--- src/rtl/flag_pin_regs.vh ---
// register map, field positions, reset values and timing counts of the flag pin block
`ifndef FLAG_PIN_REGS_VH
`define FLAG_PIN_REGS_VH

// register byte addresses
`define ADDR_FLAG_CTRL 8'h00
`define ADDR_BUS_CTRL 8'h04
`define ADDR_SIG_CTRL 8'h08

// flag_control_reg fields
`define FLAG_DIR0_BIT 1
`define FLAG_OUT0_BIT 2
`define FLAG_IN0_BIT 3
`define FLAG_DIR1_BIT 5
`define FLAG_OUT1_BIT 6
`define FLAG_IN1_BIT 7
`define FLAG_CTRL_RST 8'h00

// bus_control_reg fields
`define BUS_WAIT_LSB 0
`define BUS_WAIT_MSB 2
`define BUS_WAIT_RST 3'h7

// signal control register fields
`define SIG_START_BIT 0
`define SIG_CLEAR_BIT 1
`define SIG_BUSY_BIT 0
`define SIG_DONE_BIT 1
`define SIG_RESULT_BIT 2

// bus responses
`define RESP_OKAY 2'b00
`define RESP_SLVERR 2'b10

// phase clock timing: one phase cycle is PHASE_LAST+1 aclk cycles
`define PHASE_LAST 2'h3
`define PHASE_B_RISE_AT 2'h0
`define PHASE_A_FALL_AT 2'h2

`endif

--- src/rtl/phase_gen.v ---
// phase clock enable generator: one-cycle pulses for the phase edges
`default_nettype none

`include "flag_pin_regs.vh"

module phase_gen (
  input wire aclk,
  input wire aresetn,
  output reg phase_b_rise,
  output reg phase_a_fall
);

  reg [1:0] phase_cnt;

  // both enables come from one counter so their spacing never drifts
  always @(posedge aclk) begin
    if (!aresetn) begin
      phase_cnt <= 2'h0;
      phase_b_rise <= 1'b0;
      phase_a_fall <= 1'b0;
    end else begin
      if (phase_cnt == `PHASE_LAST) begin
        phase_cnt <= 2'h0;
      end else begin
        phase_cnt <= phase_cnt + 2'h1;
      end
      phase_b_rise <= (phase_cnt == `PHASE_B_RISE_AT);
      phase_a_fall <= (phase_cnt == `PHASE_A_FALL_AT);
    end
  end

endmodule // phase_gen

`default_nettype wire

--- src/rtl/flag_pin_io.v ---
// flag pin port: two general-purpose flag pins, handshake pulse and reset behaviour
//
// Summary of operation
// RQ1 - bits 2 and 6 of the flag control register hold the values that output pins drive.
// RQ2 - bits 1 and 5 of the flag control register select input or output for each pin.
// RQ3 - bits 3 and 7 of the flag control register show the sampled level of each pin.
// RQ4 - an output pin takes a newly written value after the next phase b rise.
// RQ5 - a pin turned to input stops being driven and is captured at a phase a fall.
// RQ6 - a pin turned from input to output starts being driven after a phase b rise.
// RQ7 - the handshake drives pin 0 low after a phase b rise and high after a later one.
// RQ8 - the handshake samples pin 1 at a phase a fall, and the far side keeps it stable there.
// RQ9 - reset may come at any time, so the internal reset may start one cycle late.
// RQ10 - the flag pins react to reset at once, without waiting for a clock edge.
// RQ11 - reset loads the bus control register with seven wait states.
// RQ12 - the bus hold request is accepted even while reset is asserted.
// RQ13 - the reset source holds reset for at least ten phase a cycles before release; the bench's first reset covers only five aclk edges.
// RQ14 - while reset is low both flag pins are high impedance.
// RQ15 - a direction bit of one makes an output, and reset leaves both pins as inputs.
// RQ16 - the input bits are read only and show the last level captured.
`default_nettype none

`include "flag_pin_regs.vh"

module flag_pin_io (
  input wire aclk,
  input wire aresetn,
  input wire [7:0] awaddr,
  input wire awvalid,
  output wire awready,
  input wire [31:0] wdata,
  input wire [3:0] wstrb,
  input wire wvalid,
  output wire wready,
  output reg [1:0] bresp,
  output reg bvalid,
  input wire bready,
  input wire [7:0] araddr,
  input wire arvalid,
  output wire arready,
  output reg [31:0] rdata,
  output reg [1:0] rresp,
  output reg rvalid,
  input wire rready,
  input wire flag_pin_0_in,
  output wire flag_pin_0_out,
  output wire flag_pin_0_oe_n,
  input wire flag_pin_1_in,
  output wire flag_pin_1_out,
  output wire flag_pin_1_oe_n,
  input wire hold_req_n,
  output reg hold_ack_n,
  output wire [2:0] bus_wait_states
);

  localparam [4:0] S_IDLE = 5'h01;
  localparam [4:0] S_ARM = 5'h02;
  localparam [4:0] S_LOW = 5'h04;
  localparam [4:0] S_REL = 5'h08;
  localparam [4:0] S_HIGH = 5'h10;

  wire phase_b_rise;
  wire phase_a_fall;

  phase_gen i_phase_gen (
    .aclk(aclk),
    .aresetn(aresetn),
    .phase_b_rise(phase_b_rise),
    .phase_a_fall(phase_a_fall)
  );

  // ---------------- register state ----------------
  reg [1:0] flag_direction_wr;
  reg [1:0] flag_out_value_wr;
  reg [2:0] wait_states;
  reg sig_done;
  reg sig_result;
  reg [4:0] sig_state;
  reg [4:0] next_sig_state;
  reg sig_drive;

  wire [1:0] flag_in_value;
  wire [1:0] dir_eff;
  wire [1:0] pin_val;
  wire [1:0] pin_sync;
  wire [1:0] pin_in;
  wire [1:0] pin_force_drive;

  assign pin_in = {flag_pin_1_in, flag_pin_0_in};
  assign bus_wait_states = wait_states;

  // ---------------- AXI4-Lite write channel ----------------
  reg aw_held;
  reg w_held;
  reg [7:0] aw_addr_q;
  reg [31:0] w_data_q;
  reg [3:0] w_strb_q;

  wire do_write;
  wire wr_flag;
  wire wr_bus;
  wire wr_sig;
  wire sig_start;
  wire sig_clear;

  // one write in flight: new address or data only while no response waits
  assign awready = !aw_held && !bvalid;
  assign wready = !w_held && !bvalid;
  assign do_write = aw_held && w_held && !bvalid;

  assign wr_flag = do_write && (aw_addr_q == `ADDR_FLAG_CTRL) && w_strb_q[0];
  assign wr_bus = do_write && (aw_addr_q == `ADDR_BUS_CTRL) && w_strb_q[0];
  assign wr_sig = do_write && (aw_addr_q == `ADDR_SIG_CTRL) && w_strb_q[0];
  assign sig_start = wr_sig && w_data_q[`SIG_START_BIT];
  assign sig_clear = wr_sig && w_data_q[`SIG_CLEAR_BIT];

  always @(posedge aclk) begin
    if (!aresetn) begin
      aw_held <= 1'b0;
      w_held <= 1'b0;
      aw_addr_q <= 8'h00;
      w_data_q <= 32'h0000_0000;
      w_strb_q <= 4'h0;
      bvalid <= 1'b0;
      bresp <= `RESP_OKAY;
    end else begin
      if (awvalid && awready) begin
        aw_held <= 1'b1;
        aw_addr_q <= awaddr;
      end
      if (wvalid && wready) begin
        w_held <= 1'b1;
        w_data_q <= wdata;
        w_strb_q <= wstrb;
      end
      if (do_write) begin
        aw_held <= 1'b0;
        w_held <= 1'b0;
        bvalid <= 1'b1;
        if ((aw_addr_q == `ADDR_FLAG_CTRL) || (aw_addr_q == `ADDR_BUS_CTRL) ||
            (aw_addr_q == `ADDR_SIG_CTRL)) begin
          bresp <= `RESP_OKAY;
        end else begin
          bresp <= `RESP_SLVERR;
        end
      end else if (bvalid && bready) begin
        bvalid <= 1'b0;
      end
    end
  end

  // software copies of direction and output value; the pins follow at phase b
  always @(posedge aclk) begin
    if (!aresetn) begin
      flag_direction_wr <= 2'b00; // [RQ15]
      flag_out_value_wr <= 2'b00;
      wait_states <= `BUS_WAIT_RST; // [RQ11]
    end else begin
      if (wr_flag) begin
        flag_direction_wr <= {w_data_q[`FLAG_DIR1_BIT], w_data_q[`FLAG_DIR0_BIT]}; // [RQ2]
        flag_out_value_wr <= {w_data_q[`FLAG_OUT1_BIT], w_data_q[`FLAG_OUT0_BIT]}; // [RQ1]
      end
      if (wr_bus) begin
        wait_states <= w_data_q[`BUS_WAIT_MSB:`BUS_WAIT_LSB];
      end
    end
  end

  // ---------------- AXI4-Lite read channel ----------------
  reg [31:0] next_rdata;
  reg [1:0] next_rresp;

  assign arready = !rvalid;

  always @* begin
    next_rdata = 32'h0000_0000;
    next_rresp = `RESP_OKAY;
    case (araddr)
      `ADDR_FLAG_CTRL: begin
        next_rdata[`FLAG_DIR0_BIT] = flag_direction_wr[0];
        next_rdata[`FLAG_OUT0_BIT] = flag_out_value_wr[0];
        next_rdata[`FLAG_IN0_BIT] = flag_in_value[0]; // [RQ3]
        next_rdata[`FLAG_DIR1_BIT] = flag_direction_wr[1];
        next_rdata[`FLAG_OUT1_BIT] = flag_out_value_wr[1];
        next_rdata[`FLAG_IN1_BIT] = flag_in_value[1]; // [RQ3]
      end
      `ADDR_BUS_CTRL: begin
        next_rdata[`BUS_WAIT_MSB:`BUS_WAIT_LSB] = wait_states;
      end
      `ADDR_SIG_CTRL: begin
        next_rdata[`SIG_BUSY_BIT] = !sig_state[0];
        next_rdata[`SIG_DONE_BIT] = sig_done;
        next_rdata[`SIG_RESULT_BIT] = sig_result;
      end
      default: begin
        next_rresp = `RESP_SLVERR;
      end
    endcase
  end

  always @(posedge aclk) begin
    if (!aresetn) begin
      rvalid <= 1'b0;
      rdata <= 32'h0000_0000;
      rresp <= `RESP_OKAY;
    end else if (arvalid && arready) begin
      rvalid <= 1'b1;
      rdata <= next_rdata;
      rresp <= next_rresp;
    end else if (rvalid && rready) begin
      rvalid <= 1'b0;
    end
  end

  // ---------------- interlocked signal handshake ----------------
  wire sig_go_low;
  wire sig_go_high;
  wire sig_end;

  assign sig_go_low = sig_state[1] && phase_b_rise;
  assign sig_go_high = sig_state[3] && phase_b_rise;
  assign sig_end = sig_state[4] && phase_b_rise;

  always @* begin
    case (sig_state)
      S_IDLE: begin
        next_sig_state = sig_start ? S_ARM : S_IDLE;
      end
      S_ARM: begin
        next_sig_state = phase_b_rise ? S_LOW : S_ARM; // [RQ7]
      end
      S_LOW: begin
        next_sig_state = phase_a_fall ? S_REL : S_LOW; // [RQ8]
      end
      S_REL: begin
        next_sig_state = phase_b_rise ? S_HIGH : S_REL; // [RQ7]
      end
      S_HIGH: begin
        next_sig_state = phase_b_rise ? S_IDLE : S_HIGH; // [RQ7]
      end
      default: begin
        next_sig_state = S_IDLE;
      end
    endcase
  end

  always @(posedge aclk) begin
    if (!aresetn) begin
      sig_state <= S_IDLE;
      sig_drive <= 1'b0;
      sig_done <= 1'b0;
      sig_result <= 1'b0;
    end else begin
      sig_state <= next_sig_state;
      if (sig_go_low) begin
        sig_drive <= 1'b1;
      end else if (sig_end) begin
        sig_drive <= 1'b0;
      end
      // pin 1 is taken at the phase a fall while pin 0 is held low
      if (sig_state[2] && phase_a_fall) begin
        sig_result <= pin_sync[1]; // [RQ8]
      end
      // completion beats a clear in the same cycle
      if (sig_end) begin
        sig_done <= 1'b1;
      end else if (sig_clear) begin
        sig_done <= 1'b0;
      end
    end
  end

  // only pin 0 is taken over by the handshake
  // pin 0 stays driven through the high beat so the far side sees a driven rise
  assign pin_force_drive = {1'b0, sig_drive};

  // ---------------- per-pin logic ----------------
  genvar i;
  generate
    for (i = 0; i < 2; i = i + 1) begin : pin_g
      reg sync_1;
      reg sync_2;
      reg dir_q;
      reg val_q;
      reg in_q;
      wire force_low;
      wire force_high;
      wire force_keep;

      assign force_low = (i == 0) ? sig_go_low : 1'b0;
      assign force_high = (i == 0) ? sig_go_high : 1'b0;
      // at the closing phase b the software value takes over again
      assign force_keep = (i == 0) ? (sig_drive && !sig_end) : 1'b0;

      // the pin is asynchronous to aclk; sync_1 feeds sync_2 only
      always @(posedge aclk) begin
        if (!aresetn) begin
          sync_1 <= 1'b0;
          sync_2 <= 1'b0;
        end else begin
          sync_1 <= pin_in[i];
          sync_2 <= sync_1;
        end
      end

      // direction and level move together at phase b, so no glitch of old data
      always @(posedge aclk) begin
        if (!aresetn) begin
          dir_q <= 1'b0; // [RQ15]
          val_q <= 1'b0;
        end else if (phase_b_rise) begin
          dir_q <= flag_direction_wr[i]; // [RQ6] [RQ5]
          if (force_low) begin
            val_q <= 1'b0; // [RQ7]
          end else if (force_high) begin
            val_q <= 1'b1; // [RQ7]
          end else if (!force_keep) begin
            val_q <= flag_out_value_wr[i]; // [RQ4]
          end
        end
      end

      // input bit is hardware written only; bus writes never reach it
      always @(posedge aclk) begin
        if (!aresetn) begin
          in_q <= 1'b0;
        end else if (phase_a_fall && !dir_q && !pin_force_drive[i]) begin
          in_q <= sync_2; // [RQ5] [RQ16]
        end
      end

      assign pin_sync[i] = sync_2;
      assign dir_eff[i] = dir_q;
      assign pin_val[i] = val_q;
      assign flag_in_value[i] = in_q;
    end
  endgenerate

  // ---------------- pins ----------------
  // the enable is gated by reset directly so the pins float without a clock edge
  assign flag_pin_0_oe_n = !(aresetn && (dir_eff[0] || pin_force_drive[0])); // [RQ10] [RQ14]
  assign flag_pin_1_oe_n = !(aresetn && dir_eff[1]); // [RQ10] [RQ14]
  assign flag_pin_0_out = pin_val[0]; // [RQ1]
  assign flag_pin_1_out = pin_val[1]; // [RQ1]

  // ---------------- bus hold request ----------------
  // these flops ignore reset on purpose so a hold is granted during reset
  reg hold_sync_1;
  reg hold_sync_2;

  always @(posedge aclk) begin
    hold_sync_1 <= hold_req_n;
    hold_sync_2 <= hold_sync_1;
    hold_ack_n <= hold_sync_2; // [RQ12]
  end

  // reset is sampled on aclk, so a reset landing late in a cycle takes
  // effect one edge later; every flop above except the hold chain resets in the same edge [RQ9]

endmodule // flag_pin_io

`default_nettype wire

--- config.mk ---
export PLATFORM = sky130hd
export DESIGN_NAME = flag_pin_io
export DESIGN_NICKNAME = d
export VERILOG_FILES = /design/src/rtl/phase_gen.v /design/src/rtl/flag_pin_io.v
export VERILOG_INCLUDE_DIRS = /design/src /design/src/rtl
export SDC_FILE = /design/constraint.sdc
export NUM_CORES = 1
export LEC_CHECK = 0
export ABC_AREA = 0
export BUFFER_PORTS_ARGS = -buffer_cell sky130_fd_sc_hd__buf_2
export CELL_PAD_IN_SITES_DETAIL_PLACEMENT = 1
export CELL_PAD_IN_SITES_GLOBAL_PLACEMENT = 1
export CORE_MARGIN = 2
export CORE_UTILIZATION = 31
export CTS_BUF_LIST = sky130_fd_sc_hd__clkbuf_16
export DETAILED_ROUTE_END_ITERATION = 6
export PLACE_DENSITY = 0.78
export REMOVE_ABC_BUFFERS = 1
export SLEW_MARGIN = 20
export SYNTH_ARGS = -nofsm -noshare
export SYNTH_HDL_FRONTEND = slang
export SYNTH_SLANG_ARGS = --single-unit
--- constraint.sdc ---
create_clock -name aclk -period 1.69 [get_ports aclk]
set_input_delay 0.338 -clock aclk [delete_from_list [all_inputs] [get_ports aclk]]
set_output_delay 0.338 -clock aclk [all_outputs]
set_load 0.01 [all_outputs]
==> Yosys cells after proc, flatten, opt, wreduce, memory -nomap -nowiden <==
Cells that the tools add are included.
Widths: inputs -> output; s select.
{ "word_totals": {"word_cells": 122, "out_inout_bits": 49, "regBits": 63} }
{ "classes": {"bitwise_logic": 1, "n_eq_ne": 12, "reduce_logical": 52, "addsub": 1, "n_mux": 23} }
{ "ops": {"columns": ["cell", "n"], "rows": [
  ["$logic_and 1x1->1", 27],
  ["$pmux 5 s5", 1],
  ["$eq 8x3->1 const B", 2],
  ["$eq 8x4->1 const B", 2],
  ["$logic_not 8->1", 2],
  ["$mux 1", 12],
  ["$logic_not 1->1", 11],
  ["$mux 5", 2],
  ["$reduce_bool 2->1", 4],
  ["$mux 2", 3],
  ["$mux 3", 2],
  ["$pmux 2 s3", 1],
  ["$eq 5x1->1 const B", 1],
  ["$eq 5x2->1 const B", 1],
  ["$eq 5x3->1 const B", 1],
  ["$eq 5x4->1 const B", 1],
  ["$eq 5x5->1 const B", 1],
  ["$eq 2x2->1 const B", 2],
  ["$mux 4", 1],
  ["$reduce_or 2->1", 2],
  ["$logic_or 1x1->1", 3],
  ["$ne 3x3->1 const B", 1],
  ["$reduce_or 3->1", 1],
  ["$add 2x1->2 const B", 1],
  ["4 further kinds", 4]
]} }

==> Depth between registers and ports, before layout <==
{ "logic_depth": {"word_depth": 7, "ltp_mapped": 5} }

==> By module <==
From an unflattened synthesis, not the netlist that was laid out.
{ "hier_totals": {"hier_cells": 288, "hier_area_um2": 2653.8} }
{ "by_module_without_submodules": {"columns": ["module", "cells_per_inst", "n_inst", "area_per_inst_um2"], "rows": [
  ["flag_pin_io", 275, 1, 2494.9],
  ["phase_gen", 13, 1, 158.9]
]} }

==> Worst setup path after synthesis <==
No wires, ideal clock.
{ "synth_path": {"path_kind": "in2reg", "start": "in araddr[5]", "end": "reg rresp[1]", "stages": 4, "setup_time_ns": 0.116, "required_ns": 1.574, "slack_ns": -0.017, "arrival_time_ns": 1.591, "cell_sequence": "or4_4 or3_1 a211o_1 and3_1"} }
{ "synth_via": {"elab_chain_cells": 3} }
{ "synth_lines": {"columns": ["item", "line", "source"], "rows": [
  ["start: declaration", "flag_pin_io.v:37", "input wire [7:0] araddr,"],
  ["$eq 8x4->1 (tied with other cells)", "flag_pin_io.v:177", "case (araddr)"],
  ["$reduce_or 3->1 (no source line) *", null, null],
  ["$mux 2 *", "flag_pin_io.v:177", null],
  ["end signal: assignment", "flag_pin_io.v:204", "rresp <= `RESP_OKAY;"],
  ["end signal: assignment", "flag_pin_io.v:208", "rresp <= next_rresp;"],
  ["end: declaration", "flag_pin_io.v:41", "output reg [1:0] rresp,"]
]} }
Mark *: on every way between the ends. The rest lies on a longest branch, timed or not.
A chain may end at the register's enable or synchronous reset.

==> Worst setup path after layout <==
Ends and elaborated chain as after synthesis.

==> impl_metrics.json <==
{
  "clock-sinks": 59,
  "holdCritPathClass": "input port to flop",
  "die_y_um": 96.11,
  "synthArstFlopShare_pct": 0,
  "cp-startpoint": "araddr[5]",
  "wl_per_cell_um": 13.46,
  "path_max_fanout": 3,
  "yosys-top-cells-area": "dfxtp_1 45%, buf_4 7.7%, mux2i_1 7.2%",
  "io_pins": 111,
  "grt_pass1_vias": 2037,
  "yosysTopAreaCellShare_pct": 44.91,
  "ys.flop_type": "dfxtp_1",
  "dpl.hpwl_um": 4520,
  "dr.pass1.iters": 4,
  "final_cells": 457,
  "grt_usage_pct": 13.82,
  "cts_root_buf": "clkbuf_16",
  "postCtsSetupRepairBufs": 0,
  "finalPower_mw": 3.689,
  "cp.required_ns": 1.90,
  "cts_tree": "built",
  "syn_to_final_growth_pct": 23.50,
  "cp-endpoint": "rresp[1]",
  "post-place-cells": 441,
  "p_leak_nw": 1.440,
  "rrSetupSlack_ns": 0.21,
  "crit_path_end_kind": "flop",
  "clk_pin_slew_ns": 0.05,
  "cts_max_level": 3,
  "hold_violations": 0,
  "p_sw_share_pct": 22.53,
  "cp-start-kind": "input port",
  "p_clk_share_pct": 51.3,
  "critical_path_class": "input port to flop",
  "seqPwrFrac_pct": 40.5,
  "port_buffers": 53,
  "synth_edf_count": 0,
  "fmaxAchievable_mhz": 650.9,
  "fin_skew_ns": 0.006949,
  "via_per_inst": 4.573,
  "cts_buffer_depth": 2,
  "yosysTopAreaCell": "dfxtp_1",
  "insertion_delay_ns": 0.33,
  "antenna_left": 0,
  "r2r-start": "bvalid",
  "netlist_area_mm2": 0.002630,
  "syn_inst": 290,
  "internal_power_mw": 2.858,
  "cp.arrival_ns": 1.75,
  "synth_common_cells": "59 x dfxtp_1, 37 x nand2_1, 27 x buf_4, 22 x nor2b_1, 19 x mux2i_1",
  "outcome": "finished, final reports clean",
  "grt_setup_unrepaired": "no",
  "max_cap_violations": 0,
  "die_area_mm2": 0.009237,
  "nFillCells": 1005,
  "pwr-share-comb_pct": 8.2,
  "antenna_found_initial": 0,
  "drt-initial-drc-count": 47,
  "grt_start_max_net_pins": 20,
  "ys_seq_elements": 59,
  "grt_pass1_wl_um": 9549,
  "ys_types": 43,
  "cts_hold_buf": 0,
  "setup-violations-final": 0,
  "routabilityCongestion": 0.7646,
  "n_antenna_cell": 0,
  "yosys_warnings": 0,
  "die_w_um": 96.11,
  "rr_worst_depth": 4,
  "drc": 0,
  "grt-ovfl-total": 0,
  "min_period_over_period_pct": 90.91,
  "cellPowerDensity_mw_per_mm2": 1136,
  "vdd_drop_max_mv": 0.4370,
  "slew_viol_final": 0,
  "cts.repair.resized": 0,
  "nets": 412,
  "drive_above_1_share_pct": 23.01,
  "syn_area_per_cell_um2": 9.069,
  "rr_endpoint": "flag_out_value_wr[0]",
  "fin_crit_ns": 1.536,
  "vias": 2090,
  "totalWireLength_um": 6151,
  "num_rows": 33,
  "cts_buffers": 9,
  "design.core.area_mm2": 0.008217,
  "seq_area_frac_synth_pct": 44.91,
  "synthMostInstantiatedCell": "dfxtp_1",
  "initial_core_util_pct": 32.01,
  "power.switching_uw": 831.2
}
==> state kept, by name (all words and copies together), names as in the netlist, 2 cells and up <==
register and cells:
aw_addr_q 8, bus_wait_states 3, flag_direction_wr 2, flag_out_value_wr 2, i_phase_gen.phase_cnt 2, pin_g.dir_q 2, pin_g.in_q 2, pin_g.sync_1 2
pin_g.sync_2 2, rdata 7, sig_state 5, w_data_q 5
==> worst min-delay path by stage <==
stage | start | to | slack, ns | cells past startpoint
2_1_floorplan | hold_sync_2 | hold_ack_n | 0.31 | 0
3_3_place_gp | hold_sync_2 | hold_ack_n | 0.31 | 0
3_5_place_dp | hold_sync_2 | hold_ack_n | 0.32 | 0
4_1_cts | hold_req_n | hold_sync_1 | 0.11 | 1
5_1_grt | hold_req_n | hold_sync_1 | 0.10 | 1
6_report | hold_req_n | hold_sync_1 | 0.12 | 1
==> layout make-up <==
cell class                 count  area (µm²)  area share, %
clock buffer                   9       225.2          6.934
clock inverter                 7       85.08          2.619
inverter                       7       26.28         0.8089
multi-input combinational    208        1266          38.98
sequential                    59        1181          36.36
tap                          105       131.4          4.045
timing repair buffer          62       332.8          10.25
==> logic make-up (layout without fill, tap and decap cells) <==
group | after synthesis | count (layout) | share of synthesized area (%)
flip-flops | 59 | 59 | 44.91
adder cells (fa/ha/maj) | 3 | 3 | 1.427
AO/OA/AOI/OAI | 45 | 45 | 11.61
multiplexers | 19 | 19 | 7.231
buffers and inverters | 49 | 85 | 10.85
other | 1 | 27 | 0.1426
AND/OR/NAND/NOR | 113 | 113 | 23.50
XOR/XNOR | 1 | 1 | 0.3331
==> through the flow <==
step                utilization (%)  setup TNS [ns]  cell area (µm²)  hold WS, ns  setup WS (ns)
finish                        39.53               0             3248       0.1151         0.1536
global route                  39.53               0             3248       0.1021        0.06423
CTS                           39.47               0             3243       0.1073        0.07897
detailed placement            35.69         -0.5743             2933       0.3157        -0.1762
global placement              35.69         -0.6051             2933       0.3099        -0.1698
floorplan                         -        -0.01655             2469       0.3096       -0.01655
==> routing by layer <==
layer	vias up	GRT usage (%)	wire, µm	part of all wire [%]
li1	1047	-	-	-
met1	976	16.08	2706	44
met2	60	23.15	3026	49
met3	7	3.994	331	5.4
met4	0	6.786	87	1.4
met5	-	0	0	0
==> critical path, cell delays in order <==
cell	delay, ns
buf_2	0.09
or4_4	0.52
or3_1	0.35
a211o_1	0.27
and3_1	0.17
==> layout by cell type, fill, tap and decap left out, drive strengths merged, types with 3 or more instances in the layout <==
cell	count
nor2b	22
nand3	5
mux2i	19
a22oi	4
a21boi	14
nand4	4
dfxtp	59
nor2	12
nand2	37
a21oi	5
o21ai	10
nor3b	3
conb	27
and3b	5
nor3	4
clkbuf	9
buf	62
and2	8
ha	3
inv	9
nor4	3
==> power by group through the flow <==
stage          clock [mW]  combinational [mW]  sequential (mW)
6_report             1.89               0.302             1.50
2_1_floorplan           0               0.167             1.52
5_1_grt              1.99               0.341             1.50
3_3_place_gp            0               0.290             1.52
4_1_cts              1.93               0.306             1.50
3_5_place_dp            0               0.301             1.52
No activity file was read; power rests on OpenSTA's default activity.
